### src/design/upc_pkg.sv
// Shared constants and types for the uncore performance counter block
package upc_pkg;

	localparam int GP_WIDTH    = 44;
	localparam int FIXED_WIDTH = 48;
	localparam int RAW_WIDTH   = 6;
	localparam int NUM_CORES   = 4;

	// Register indices on the software access port
	localparam logic [7:0] GLOBAL_CTRL_IDX = 8'h00;
	localparam logic [7:0] FIXED_CTR_IDX   = 8'h01;
	localparam logic [7:0] PENDING_IDX     = 8'h02;
	// Unit n (agents first, scheduler unit last) sits at (n+1)*16
	localparam logic [3:0] SUB_EVTSEL0     = 4'h0;
	localparam logic [3:0] SUB_EVTSEL1     = 4'h1;
	localparam logic [3:0] SUB_CTR0        = 4'h2;
	localparam logic [3:0] SUB_CTR1        = 4'h3;
	localparam logic [3:0] SUB_BOX_CTRL    = 4'h4;

	// Writable bits; reserved bits stay zero
	localparam logic [31:0] EVTSEL_WMASK   = 32'h1FD4_FFFF;
	localparam logic [31:0] GCTL_WMASK     = 32'hE000_000F;
	localparam logic [31:0] EVTSEL_RESET   = 32'h0000_0000;
	localparam logic [31:0] GCTL_RESET     = 32'h0000_0000;

	// Event code that selects the agent occupancy input
	localparam logic [7:0] OCC_EVENT_CODE  = 8'h80;

	typedef struct packed {
		logic [2:0] rsvd29;
		logic [4:0] thresholdField;
		logic       negateCount;
		logic       localEnable;
		logic       rsvd21;
		logic       overflowForward;
		logic       rsvd19;
		logic       edgeDetect;
		logic [1:0] rsvd16;
		logic [7:0] unitQualifierField;
		logic [7:0] eventCode;
	} upc_evtsel_type;

	typedef struct packed {
		logic       freezeOnOverflow;
		logic       wakeBeforeInterrupt;
		logic       globalEnable;
		logic [24:0] rsvd4;
		logic [3:0] coreRouteSelect;
	} upc_gctl_type;

	typedef struct packed {
		logic       unitHit;
		logic [3:0] unit;
		logic [3:0] sub;
	} upc_dec_type;

endpackage : upc_pkg

### src/design/upc_uncore_perf_counters.sv
// Uncore performance monitor: agent and scheduler counters, fixed clocktick counter, global control
`timescale 1ns/10ps
module upc_uncore_perf_counters #(
	parameter int NUM_AGENTS = 4,
	parameter int NUM_EVT    = 16
) (
	input  wire logic                              clk,            // Uncore clock, 250 MHz
	input  wire logic                              nrst,           // Sync reset, active low
	input  wire logic [7:0]                        regAddr,        // Register index
	input  wire logic                              regWr,          // Write strobe
	input  wire logic                              regRd,          // Read strobe
	input  wire logic [63:0]                       regWdata,       // Write data
	output logic      [63:0]                       regRdata,       // Read data
	output logic                                   regRvalid,      // Read data valid
	input  wire logic [7:0]                        evtSub [NUM_AGENTS+1][NUM_EVT], // Sub-event bits
	input  wire logic [upc_pkg::RAW_WIDTH-1:0]     occValue [NUM_AGENTS],          // Agent occupancy
	input  wire logic [upc_pkg::NUM_CORES-1:0]     coreIntAck,     // Core serviced interrupt
	output logic      [upc_pkg::NUM_CORES-1:0]     coreWakeReq,    // Wake request pulses
	output logic      [upc_pkg::NUM_CORES-1:0]     corePerfIntReq  // Interrupt request pulses
);

	localparam int NUM_UNITS = NUM_AGENTS + 1;
	localparam int NUM_CTR   = 2 * NUM_UNITS;
	localparam int GPW       = upc_pkg::GP_WIDTH;
	localparam int FXW       = upc_pkg::FIXED_WIDTH;
	localparam int RW        = upc_pkg::RAW_WIDTH;

	upc_pkg::upc_evtsel_type          evtsel_q [NUM_CTR];
	upc_pkg::upc_gctl_type            gctl_q;
	logic [NUM_AGENTS-1:0]            agentEn_q;
	upc_pkg::upc_dec_type             dec;
	logic [GPW-1:0]                   ctrVal   [NUM_CTR];
	logic [NUM_CTR-1:0]               ctrOvf;
	logic [NUM_CTR-1:0]               ctrWr;
	logic [NUM_CTR-1:0]               ctrEn;
	logic [NUM_CTR-1:0]               fwdOvf;
	logic [RW-1:0]                    rawSel   [NUM_CTR];
	logic [FXW-1:0]                   fixedVal;
	logic                             fixedOvf;
	logic                             anyOvf;
	logic [upc_pkg::NUM_CORES-1:0]    pendingVec;
	logic [63:0]                      rdData;

	upc_pkg::upc_evtsel_type          fixedCfg;

	// Index decode shared by the write and read paths
	function automatic upc_pkg::upc_dec_type decodeAddr(input logic [7:0] a);
		upc_pkg::upc_dec_type d;
		d.unitHit = (a[7:4] != 4'h0) && ({28'h000_0000, a[7:4]} <= NUM_UNITS);
		d.unit    = a[7:4] - 4'h1;
		d.sub     = a[3:0];
		return d;
	endfunction : decodeAddr

	function automatic logic [3:0] popCount(input logic [7:0] v);
		logic [3:0] n;
		n = 4'h0;
		for (int i = 0; i < 8; i++) begin
			n = n + {3'b000, v[i]};
		end
		return n;
	endfunction : popCount

	assign dec = decodeAddr(regAddr);

	// Fixed counter sees one event every cycle with no filtering
	always_comb begin
		fixedCfg             = '0;
		fixedCfg.localEnable = 1'b1;
	end

	upc_counter #(
		.WIDTH (FXW)
	) u_fixed (
		.clk      (clk),
		.nrst     (nrst),
		.rawCount ({{(RW-1){1'b0}}, 1'b1}),
		.cfg      (fixedCfg),
		.countEn  (gctl_q.globalEnable),
		.wrEn     (regWr && regAddr == upc_pkg::FIXED_CTR_IDX),
		.wrData   (regWdata[FXW-1:0]),
		.count    (fixedVal),
		.ovf      (fixedOvf)
	);

	generate
		for (genvar c = 0; c < NUM_CTR; c++) begin : g_ctr
			localparam int UNIT = c / 2;
			localparam int SLOT = c % 2;
			localparam logic [3:0] UNIT_IDX = 4'(UNIT);
			localparam logic [3:0] CTR_SUB  = (SLOT == 0) ? upc_pkg::SUB_CTR0 : upc_pkg::SUB_CTR1;
			localparam logic [3:0] SEL_SUB  = (SLOT == 0) ? upc_pkg::SUB_EVTSEL0 : upc_pkg::SUB_EVTSEL1;

			always_comb begin
				rawSel[c] = '0;
				if ({24'h00_0000, evtsel_q[c].eventCode} < NUM_EVT) begin
					rawSel[c] = {2'b00, popCount(evtSub[UNIT][evtsel_q[c].eventCode[$clog2(NUM_EVT)-1:0]]
						& evtsel_q[c].unitQualifierField)};
				end
				if (evtsel_q[c].eventCode == upc_pkg::OCC_EVENT_CODE) begin
					if (SLOT == 0 && UNIT < NUM_AGENTS) begin
						rawSel[c] = occValue[(UNIT < NUM_AGENTS) ? UNIT : 0];
					end else begin
						rawSel[c] = '0;
					end
				end
			end

			if (UNIT < NUM_AGENTS) begin : g_agent
				assign ctrEn[c] = gctl_q.globalEnable & agentEn_q[UNIT] & evtsel_q[c].localEnable;
			end else begin : g_sched
				assign ctrEn[c] = gctl_q.globalEnable & evtsel_q[c].localEnable;
			end

			assign ctrWr[c] = regWr && dec.unitHit && dec.unit == UNIT_IDX && dec.sub == CTR_SUB;

			upc_counter #(
				.WIDTH (GPW)
			) u_ctr (
				.clk      (clk),
				.nrst     (nrst),
				.rawCount (rawSel[c]),
				.cfg      (evtsel_q[c]),
				.countEn  (ctrEn[c]),
				.wrEn     (ctrWr[c]),
				.wrData   (regWdata[GPW-1:0]),
				.count    (ctrVal[c]),
				.ovf      (ctrOvf[c])
			);

			assign fwdOvf[c] = ctrOvf[c] & evtsel_q[c].overflowForward;

			always_ff @(posedge clk) begin
				if (!nrst) begin
					evtsel_q[c] <= upc_pkg::EVTSEL_RESET;
				end else if (regWr && dec.unitHit && dec.unit == UNIT_IDX && dec.sub == SEL_SUB) begin
					evtsel_q[c] <= regWdata[31:0] & upc_pkg::EVTSEL_WMASK;
				end
			end
		end

		for (genvar a = 0; a < NUM_AGENTS; a++) begin : g_box
			localparam logic [3:0] BOX_IDX = 4'(a);
			always_ff @(posedge clk) begin
				if (!nrst) begin
					agentEn_q[a] <= 1'b0;
				end else if (regWr && dec.unitHit && dec.unit == BOX_IDX && dec.sub == upc_pkg::SUB_BOX_CTRL) begin
					agentEn_q[a] <= regWdata[0];
				end
			end
		end
	endgenerate

	// Fixed counter has no forward bit, so its wrap always counts
	assign anyOvf = (|fwdOvf) | fixedOvf;

	always_ff @(posedge clk) begin
		if (!nrst) begin
			gctl_q <= upc_pkg::GCTL_RESET;
		end else begin
			if (regWr && regAddr == upc_pkg::GLOBAL_CTRL_IDX) begin
				gctl_q <= regWdata[31:0] & upc_pkg::GCTL_WMASK;
			end
			if (anyOvf && gctl_q.freezeOnOverflow) begin
				gctl_q.globalEnable <= 1'b0;
			end
		end
	end

	upc_int_router u_router (
		.clk            (clk),
		.nrst           (nrst),
		.trigger        (anyOvf),
		.routeSel       (gctl_q.coreRouteSelect),
		.wakeFirst      (gctl_q.wakeBeforeInterrupt),
		.coreIntAck     (coreIntAck),
		.coreWakeReq    (coreWakeReq),
		.corePerfIntReq (corePerfIntReq),
		.pending        (pendingVec)
	);

	always_comb begin
		rdData = 64'h0000_0000_0000_0000;
		if (regAddr == upc_pkg::GLOBAL_CTRL_IDX) begin
			rdData = {32'h0000_0000, gctl_q};
		end else if (regAddr == upc_pkg::FIXED_CTR_IDX) begin
			rdData = {{(64-FXW){1'b0}}, fixedVal};
		end else if (regAddr == upc_pkg::PENDING_IDX) begin
			rdData = {{(64-upc_pkg::NUM_CORES){1'b0}}, pendingVec};
		end else if (dec.unitHit) begin
			unique case (dec.sub)
				upc_pkg::SUB_EVTSEL0: rdData = {32'h0000_0000, evtsel_q[2*dec.unit]};
				upc_pkg::SUB_EVTSEL1: rdData = {32'h0000_0000, evtsel_q[2*dec.unit+1]};
				upc_pkg::SUB_CTR0:    rdData = {{(64-GPW){1'b0}}, ctrVal[2*dec.unit]};
				upc_pkg::SUB_CTR1:    rdData = {{(64-GPW){1'b0}}, ctrVal[2*dec.unit+1]};
				upc_pkg::SUB_BOX_CTRL: begin
					if ({28'h000_0000, dec.unit} < NUM_AGENTS) begin
						rdData = {63'h0, agentEn_q[dec.unit[$clog2(NUM_AGENTS)-1:0]]};
					end
				end
				default: rdData = 64'h0000_0000_0000_0000;
			endcase
		end
	end

	// Read data registered so the port comes straight from flops
	always_ff @(posedge clk) begin
		if (!nrst) begin
			regRdata  <= 64'h0000_0000_0000_0000;
			regRvalid <= 1'b0;
		end else begin
			regRvalid <= regRd;
			if (regRd) begin
				regRdata <= rdData;
			end
		end
	end

endmodule : upc_uncore_perf_counters

### src/design/upc_counter.sv
// One event counter with threshold, negate and edge filtering
`timescale 1ns/10ps
module upc_counter #(
	parameter int WIDTH = upc_pkg::GP_WIDTH
) (
	input  wire logic                             clk,      // Uncore clock
	input  wire logic                             nrst,     // Sync reset, active low
	input  wire logic [upc_pkg::RAW_WIDTH-1:0]    rawCount, // Per-cycle event value
	input  wire upc_pkg::upc_evtsel_type          cfg,      // Event select fields
	input  wire logic                             countEn,  // Combined enables
	input  wire logic                             wrEn,     // Software load strobe
	input  wire logic [WIDTH-1:0]                 wrData,   // Load value
	output logic      [WIDTH-1:0]                 count,    // Counter value
	output logic                                  ovf       // Overflow pulse
);

	logic                 cond;
	logic                 condSense;
	logic                 prev_q;
	logic [WIDTH-1:0]     incr;
	logic [WIDTH:0]       sum;

	always_comb begin
		if (cfg.thresholdField != 5'h00) begin
			cond = rawCount >= {1'b0, cfg.thresholdField};
		end else begin
			cond = rawCount != '0;
		end
		condSense = cond ^ cfg.negateCount;
		if (cfg.edgeDetect) begin
			incr = {{(WIDTH-1){1'b0}}, condSense & ~prev_q};
		end else if (cfg.thresholdField != 5'h00 || cfg.negateCount) begin
			incr = {{(WIDTH-1){1'b0}}, condSense};
		end else begin
			incr = {{(WIDTH-upc_pkg::RAW_WIDTH){1'b0}}, rawCount};
		end
		sum = {1'b0, count} + {1'b0, incr};
	end

	// Edge history tracks the condition every cycle so a re-enable sees no false edge
	always_ff @(posedge clk) begin
		if (!nrst) begin
			prev_q <= 1'b0;
		end else begin
			prev_q <= condSense;
		end
	end

	always_ff @(posedge clk) begin
		if (!nrst) begin
			count <= '0;
		end else if (wrEn) begin
			count <= wrData;
		end else if (countEn) begin
			count <= sum[WIDTH-1:0];
		end
	end

	always_ff @(posedge clk) begin
		if (!nrst) begin
			ovf <= 1'b0;
		end else begin
			ovf <= countEn & ~wrEn & sum[WIDTH];
		end
	end

endmodule : upc_counter

### src/design/upc_int_router.sv
// Routes overflow interrupts to selected cores, wake request first if asked
`timescale 1ns/10ps
module upc_int_router (
	input  wire logic                          clk,            // Uncore clock
	input  wire logic                          nrst,           // Sync reset, active low
	input  wire logic                          trigger,        // Forwarded overflow
	input  wire logic [upc_pkg::NUM_CORES-1:0] routeSel,       // Selected cores
	input  wire logic                          wakeFirst,      // Wake before interrupt
	input  wire logic [upc_pkg::NUM_CORES-1:0] coreIntAck,     // Core took interrupt
	output logic      [upc_pkg::NUM_CORES-1:0] coreWakeReq,    // Wake pulse per core
	output logic      [upc_pkg::NUM_CORES-1:0] corePerfIntReq, // Interrupt pulse per core
	output logic      [upc_pkg::NUM_CORES-1:0] pending         // Unserviced requests
);

	logic [upc_pkg::NUM_CORES-1:0] wakeStage_q;
	logic [upc_pkg::NUM_CORES-1:0] intNext;

	always_comb begin
		intNext = wakeStage_q;
		if (trigger && !wakeFirst) begin
			intNext = intNext | routeSel;
		end
	end

	always_ff @(posedge clk) begin
		if (!nrst) begin
			wakeStage_q    <= '0;
			coreWakeReq    <= '0;
			corePerfIntReq <= '0;
		end else begin
			wakeStage_q    <= (trigger && wakeFirst) ? routeSel : '0;
			coreWakeReq    <= (trigger && wakeFirst) ? routeSel : '0;
			corePerfIntReq <= intNext;
		end
	end

	always_ff @(posedge clk) begin
		if (!nrst) begin
			pending <= '0;
		end else begin
			pending <= (pending & ~coreIntAck) | intNext;
		end
	end

endmodule : upc_int_router

### config.mk
export PLATFORM = sky130hd
export DESIGN_NAME = upc_uncore_perf_counters
export DESIGN_NICKNAME = d
export VERILOG_FILES = /design/src/design/upc_pkg.sv /design/src/design/upc_uncore_perf_counters.sv /design/src/design/upc_counter.sv /design/src/design/upc_int_router.sv
export SDC_FILE = /design/constraint.sdc
export NUM_CORES = 2
export LEC_CHECK = 0
export BUFFER_PORTS_ARGS = -buffer_cell sky130_fd_sc_hd__buf_4
export CAP_MARGIN = 10
export CELL_PAD_IN_SITES_DETAIL_PLACEMENT = 1
export CELL_PAD_IN_SITES_GLOBAL_PLACEMENT = 2
export CORE_ASPECT_RATIO = 0.75
export CORE_MARGIN = 10
export CORE_UTILIZATION = 41
export CTS_CLUSTER_SIZE = 24
export DETAILED_ROUTE_END_ITERATION = 7
export PLACE_DENSITY = 0.83
export SLEW_MARGIN = 10
export SYNTH_ARGS = -nofsm -noshare
export SYNTH_HDL_FRONTEND = slang
export SYNTH_HIERARCHICAL = 1
export SYNTH_SLANG_ARGS = --single-unit
export TNS_END_PERCENT = 20
### constraint.sdc
create_clock -name clk -period 16.5 [get_ports clk]
set_input_delay 1.65 -clock clk [delete_from_list [all_inputs] [get_ports clk]]
set_output_delay 1.65 -clock clk [all_outputs]
set_load 0.01 [all_outputs]
## Word level (Yosys, flattened, before mapping)

Memory sizes are Yosys's and may differ from the RTL's.
Cells that the tools add are included.

| storage, ports and cells | value |
|---|---|
| output and inout port bits | 73 |
| input bits | 744 |
| register bits | 597 |
| memories | 1 |
| bits in writable memories | 250 |
| logic and storage cells | 552 |

| cells by class | value |
|---|---|
| reduce and logical (&&, ||, !) cells | 85 |
| equality and inequality tests | 20 |
| add/subtract/negate cells | 83 |
| order comparisons | 35 |
| bitwise operators | 125 |
| muxes and demuxes | 158 |

Memory list:

| memory | words | bits a word | rd ports | clocked after memory_dff | write ports | line | text |
|---|---|---|---|---|---|---|---|
| evtsel_q | 10 | 25 | 12 | 0 | 10 | upc_uncore_perf_counters.sv:28 | `upc_pkg::upc_evtsel_type evtsel_q [NUM_CTR];` |

Operators with widths:

| kind | count |
|---|---|
| two-way mux 44 bit | 34 |
| adder 44 x 44 -> 45 bit | 10 |
| binary-select mux 44 bit (select 4 bit) | 2 |
| binary-select mux 8 bit (select 4 bit) | 10 |
| two-way mux 64 bit | 4 |
| two-way mux 25 bit | 10 |
| case mux 44 bit (5 select lines) | 1 |
| adder 4 x 1 -> 4 bit | 40 |
| two-way mux 8 bit | 20 |
| two-way mux 6 bit | 20 |
| two-way mux 48 bit | 2 |
| bitwise AND 8 bit | 10 |
| == test 8 bit, second input constant | 10 |
| less-than comparator 8 x 5 -> 1 bit, second input constant | 10 |
| >= comparator 33 x 5 -> 1 bit, second input constant | 2 |
| >= comparator 6 x 5 -> 1 bit | 10 |
| nonzero test 6 bit | 10 |
| bitwise AND 1 bit | 56 |
| >= comparator 5 bit, second input constant | 10 |
| NOT 4 -> 5 bit | 10 |
| nonzero test 5 bit | 10 |
| adder 48 x 1 -> 49 bit, second input constant | 1 |
| two-way mux 4 bit | 11 |
| two-way mux 1 bit | 43 |
| 32 further kinds | 160 |

## Logic depth before layout (Yosys ltp)

An unclocked memory read counts as a cell.

| logic depth | value |
|---|---|
| depth after elaboration | 23 |
| mapped depth | 27 |
| mapped depth without buffers | 24 |

## By module

Netlist, hierarchy kept.

Modules (own cells, without submodules):

| module | sequential area each (sq um) | instances | cells each | area an instance (sq um) |
|---|---|---|---|---|
| upc_uncore_perf_counters | 8708.4 | 1 | 2289 | 30075.1 |
| upc_counter at g_ctr[0].u_ctr ... | 920.9 | 9 | 378 | 3041.7 |
| upc_counter at u_fixed | 1001.0 | 1 | 430 | 3368.2 |
| upc_counter at g_ctr[5].u_ctr | 920.9 | 1 | 405 | 3209.3 |
| upc_int_router | 240.2 | 1 | 34 | 401.6 |

## Least setup slack after synthesis

OpenSTA, ideal clock, no wires.

| path | value |
|---|---|
| kind | input-to-reg |
| start | input port evtSub[259] in the netlist's numbering |
| end | register g_ctr[5].u_ctr.count[42] |
| data arrival time | 8151 ps |
| slack | 8222 ps |
| buffers on the path | 1 |
| cell stages on the path | 25 |
| data required time | 16372 ps |
| library setup time | 128 ps |
| cells stage by stage | mux4_2 > mux4_2 > and2_1 > fa_1 > inv_1 > fa_1 > fa_1 > inv_1 > ha_1 > fa_1 > xor2_1 > and2_1 > or4_1 > nor3_1 > mux2i_1 > and3_1 > a2111oi_0 > ha_1 > fa_1 > a211oi_1 > o21a_1 > clkbuf_1 > or4_1 > nor4bb_1 > a211oi_1 |

RTL lines:

| item | line | text |
|---|---|---|
| start: declaration | upc_uncore_perf_counters.sv:15 | `input wire logic [7:0] evtSub [NUM_AGENTS+1][NUM_EVT],` |
| end signal: assignment | upc_counter.sv:53 | `count <= wrData;` |
| end signal: assignment | upc_counter.sv:55 | `count <= sum[WIDTH-1:0];` |
| end: declaration | upc_counter.sv:13 | `output logic [WIDTH-1:0] count,` |

==> results.cfg <==
[outcome]
status = complete, no violations

[critical_path]
regToRegStartpoint = evtsel_q[5][0]
crit_path_frequent_cell = fa_1
r2r_slack_ps = 7290
cp-startpoint = evtsel_q[5][0]
criticalPathCategory = reg2reg
crit_arrival_ps = 9820
start_kind = flip-flop
setup.worst_path.end = g_ctr[5].u_ctr/count[20]
r2r-end = g_ctr[5].u_ctr/count[20]
ff2ff_path_depth = 25
crit_fanout = 33
cpMaxStageDelayCell = o21ai_0
required_ps = 17110
max_stage_delay_ps = 700
setup.worst_path.end_class = flip-flop

[yosys]
syn_area_per_cell_um2 = 9.822
postSynthCellCount = 6560
synth_edf_count = 250
synth_seq_cells = 832
yosys_warnings = 6
synthFlopType = dfxtp_1
synthesis.area_um2 = 64430
ys_seq_area_frac = 0.2974
yosysUniqueCellTypes = 100
synth-async-reset-ratio = 0

[grt]
grt_start_max_net_pins = 93
grt-ovfl-total = 0
grt_pass1_vias = 61673
grt_pass1_wl_um = 459500
antenna_found_initial = 65
track_usage = 0.3616

[placed_design]
dp.cells = 9139
portBuffers = 784
place_congestion = 0.9707
place_hpwl_um = 255400

[timing]
rsz0062_at_grt = false
final-setup-viol-count = 0
fin_skew_ps = 31.67
finalSetupTns_ps = 0
worst_pin_slew_ps = 1456
max_clock_freq_mhz = 108.6
slew_headroom = 0.02208
hold_violations = 0
final_max_slew_viol_count = 0
fin_hold_ws_ps = 508.1
finalCriticalPeriod_ps = 9207
post-route-period-util = 0.5580

[cts]
cts_resized = 0
hold_buffers = 0
numCtsBuffers = 93
cts_tree = yes
clk_latency_ps = 730
cts_setup_buffers = 0
clock-sinks = 832
path_clk_slew_ps = 70
cts_buffer_depth = 3
cts_htree_levels = 3
cts_root_buf = clkbuf_16

[cells_and_area]
final_cell_mix = buf_4, dfxtp_1, mux4_2, o21ai_0, and2_1
mostFrequentLayoutCell = buf_4
drive_gt1_frac = 0.2525
fillers = 17419
nNetsFinal = 8091
stdcell_count = 9353
syn2layout_area_growth_pct = 16.82

[floorplan]
design.portCount = 817
fp.dieArea_um2 = 173600
start_util = 0.4144
num_rows = 125
die_h_um = 363.3
core_um2 = 155500
die-width_um = 477.7

[detailed_routing]
ant_nets = 0
route.detailed.drc = 0
totalWireLength_um = 330700
via_count = 63164
first_pass_iters = 5
wl_per_cell_um = 35.36
routed_via_density = 6.753
drt_iter0_drc = 8963

[run]
cap_violations = 0

[pwr]
p_leak_nw = 26.70
vdd_drop_max_mv = 0.09470
power_density_nw_per_um2 = 73.61

[hold_path]
hp-class = reg2reg
per-stage QoR:
stage / utilization / cell area (µm²) / power, mW / worst slack (ps)
global route: 0.4837 / 75200 / 5.700 / 7024
CTS: 0.4834 / 75150 / 5.525 / 7448
detailed placement: 0.4625 / 71900 / 3.251 / 6924
finish: 0.4841 / 75260 / 5.540 / 7293
global placement: 0.4625 / 71900 / 3.218 / 6969
floorplan: - / 64790 / 2.757 / 8222
kinds of logic after synthesis:
| logic type | count (synthesis) | share of synthesized area |
|---|---|---|
| AO/OA/AOI/OAI | 1609 | 0.1631 |
| buffers and inverters | 687 | 0.04616 |
| flip-flops | 832 | 0.2974 |
| multiplexers | 701 | 0.2116 |
| AND/OR/NAND/NOR | 2288 | 0.2034 |
| other | 2 | 0.0001166 |
| XOR/XNOR | 234 | 0.03204 |
| adder cells (fa/ha/maj) | 207 | 0.04614 |
metal layers:
layer	vias to the layer above	global-route usage	wire, µm
met1	32361	0.5139	138900
met5	-	0	163
li1	26561	-	-
met3	538	0.1346	45640
met2	3680	0.5004	132900
met4	24	0.1219	13060
worst max-delay path: cells and delay by family, from the launching register on:
| family | cells | cell delay (ps) |
|---|---|---|
| fa+ha+maj | 7 | 2750 |
| buf+inv | 3 | 690 |
| compound gates | 5 | 1920 |
| xor+xnor | 1 | 170 |
| mux | 3 | 1410 |
| simple gates | 6 | 1750 |
| flops | 1 | 320 |
where the power goes:
group	total [mW]	internal (mW)	switching (mW)
clock	2.30	1.32	0.979
combinational	1.05	0.458	0.588
sequential	2.20	2.14	0.0560
total	5.54	3.92	1.62
how the worst min path moves through the flow:
stage / to / slack, ps / start / depth (start not counted)
after CTS: g_ctr[1].u_ctr/ovf / 510 / g_ctr[1].u_ctr/count[43] / 2
after global placement: u_router/corePerfIntReq[2] / 480 / u_router/wakeStage_q[2] / 1
after floorplan: g_ctr[4].u_ctr/ovf / 440 / g_ctr[4].u_ctr/count[43] / 2
final: u_router/wakeStage_q[2] / 510 / gctl_q[2] / 1
after global routing: g_ctr[7].u_ctr/ovf / 530 / g_ctr[7].u_ctr/count[43] / 2
after detailed placement: g_ctr[7].u_ctr/ovf / 490 / g_ctr[7].u_ctr/count[43] / 2
layout make-up:
cell class	instances	area (µm²)	area share
multi-input combinational	5138	42790	0.5685
sequential	832	19160	0.2546
timing repair buffer	877	6611	0.08784
tap	2095	2621	0.03483
clock buffer	122	2603	0.03458
inverter	198	743.2	0.009875
clock inverter	52	639.4	0.008495
antenna	39	97.59	0.001297
cells in the mapped netlist (all sizes together) (147+ instances only):
cell      n  area [µm²]
mux4    520       11710
nor2    366        1449
buf     178        1064
nand4   184        1179
o21ai   557        2788
ha      156        1952
inv     196       735.7
nand3   246        1371
nand2   327        1237
edfxtp  250        7507
and2    393        2459
nor3    147       768.2
a21oi   367        1904
dfxtp   582       11650
clkbuf  311        1167
sequential cells by signal (all words and copies together) (netlist names):
name,flops
g_ctr.u_ctr/count,440
evtsel_q,250
regRdata,48
u_fixed/count,48
g_ctr.u_ctr/ovf,10
g_ctr.u_ctr/prev_q,10
gctl_q,7
agentEn_q,4
u_router/corePerfIntReq,4
u_router/pending,4
u_router/wakeStage_q,4
regRvalid,1
u_fixed/ovf,1
u_fixed/prev_q,1
(Power assumes the default switching activity.)
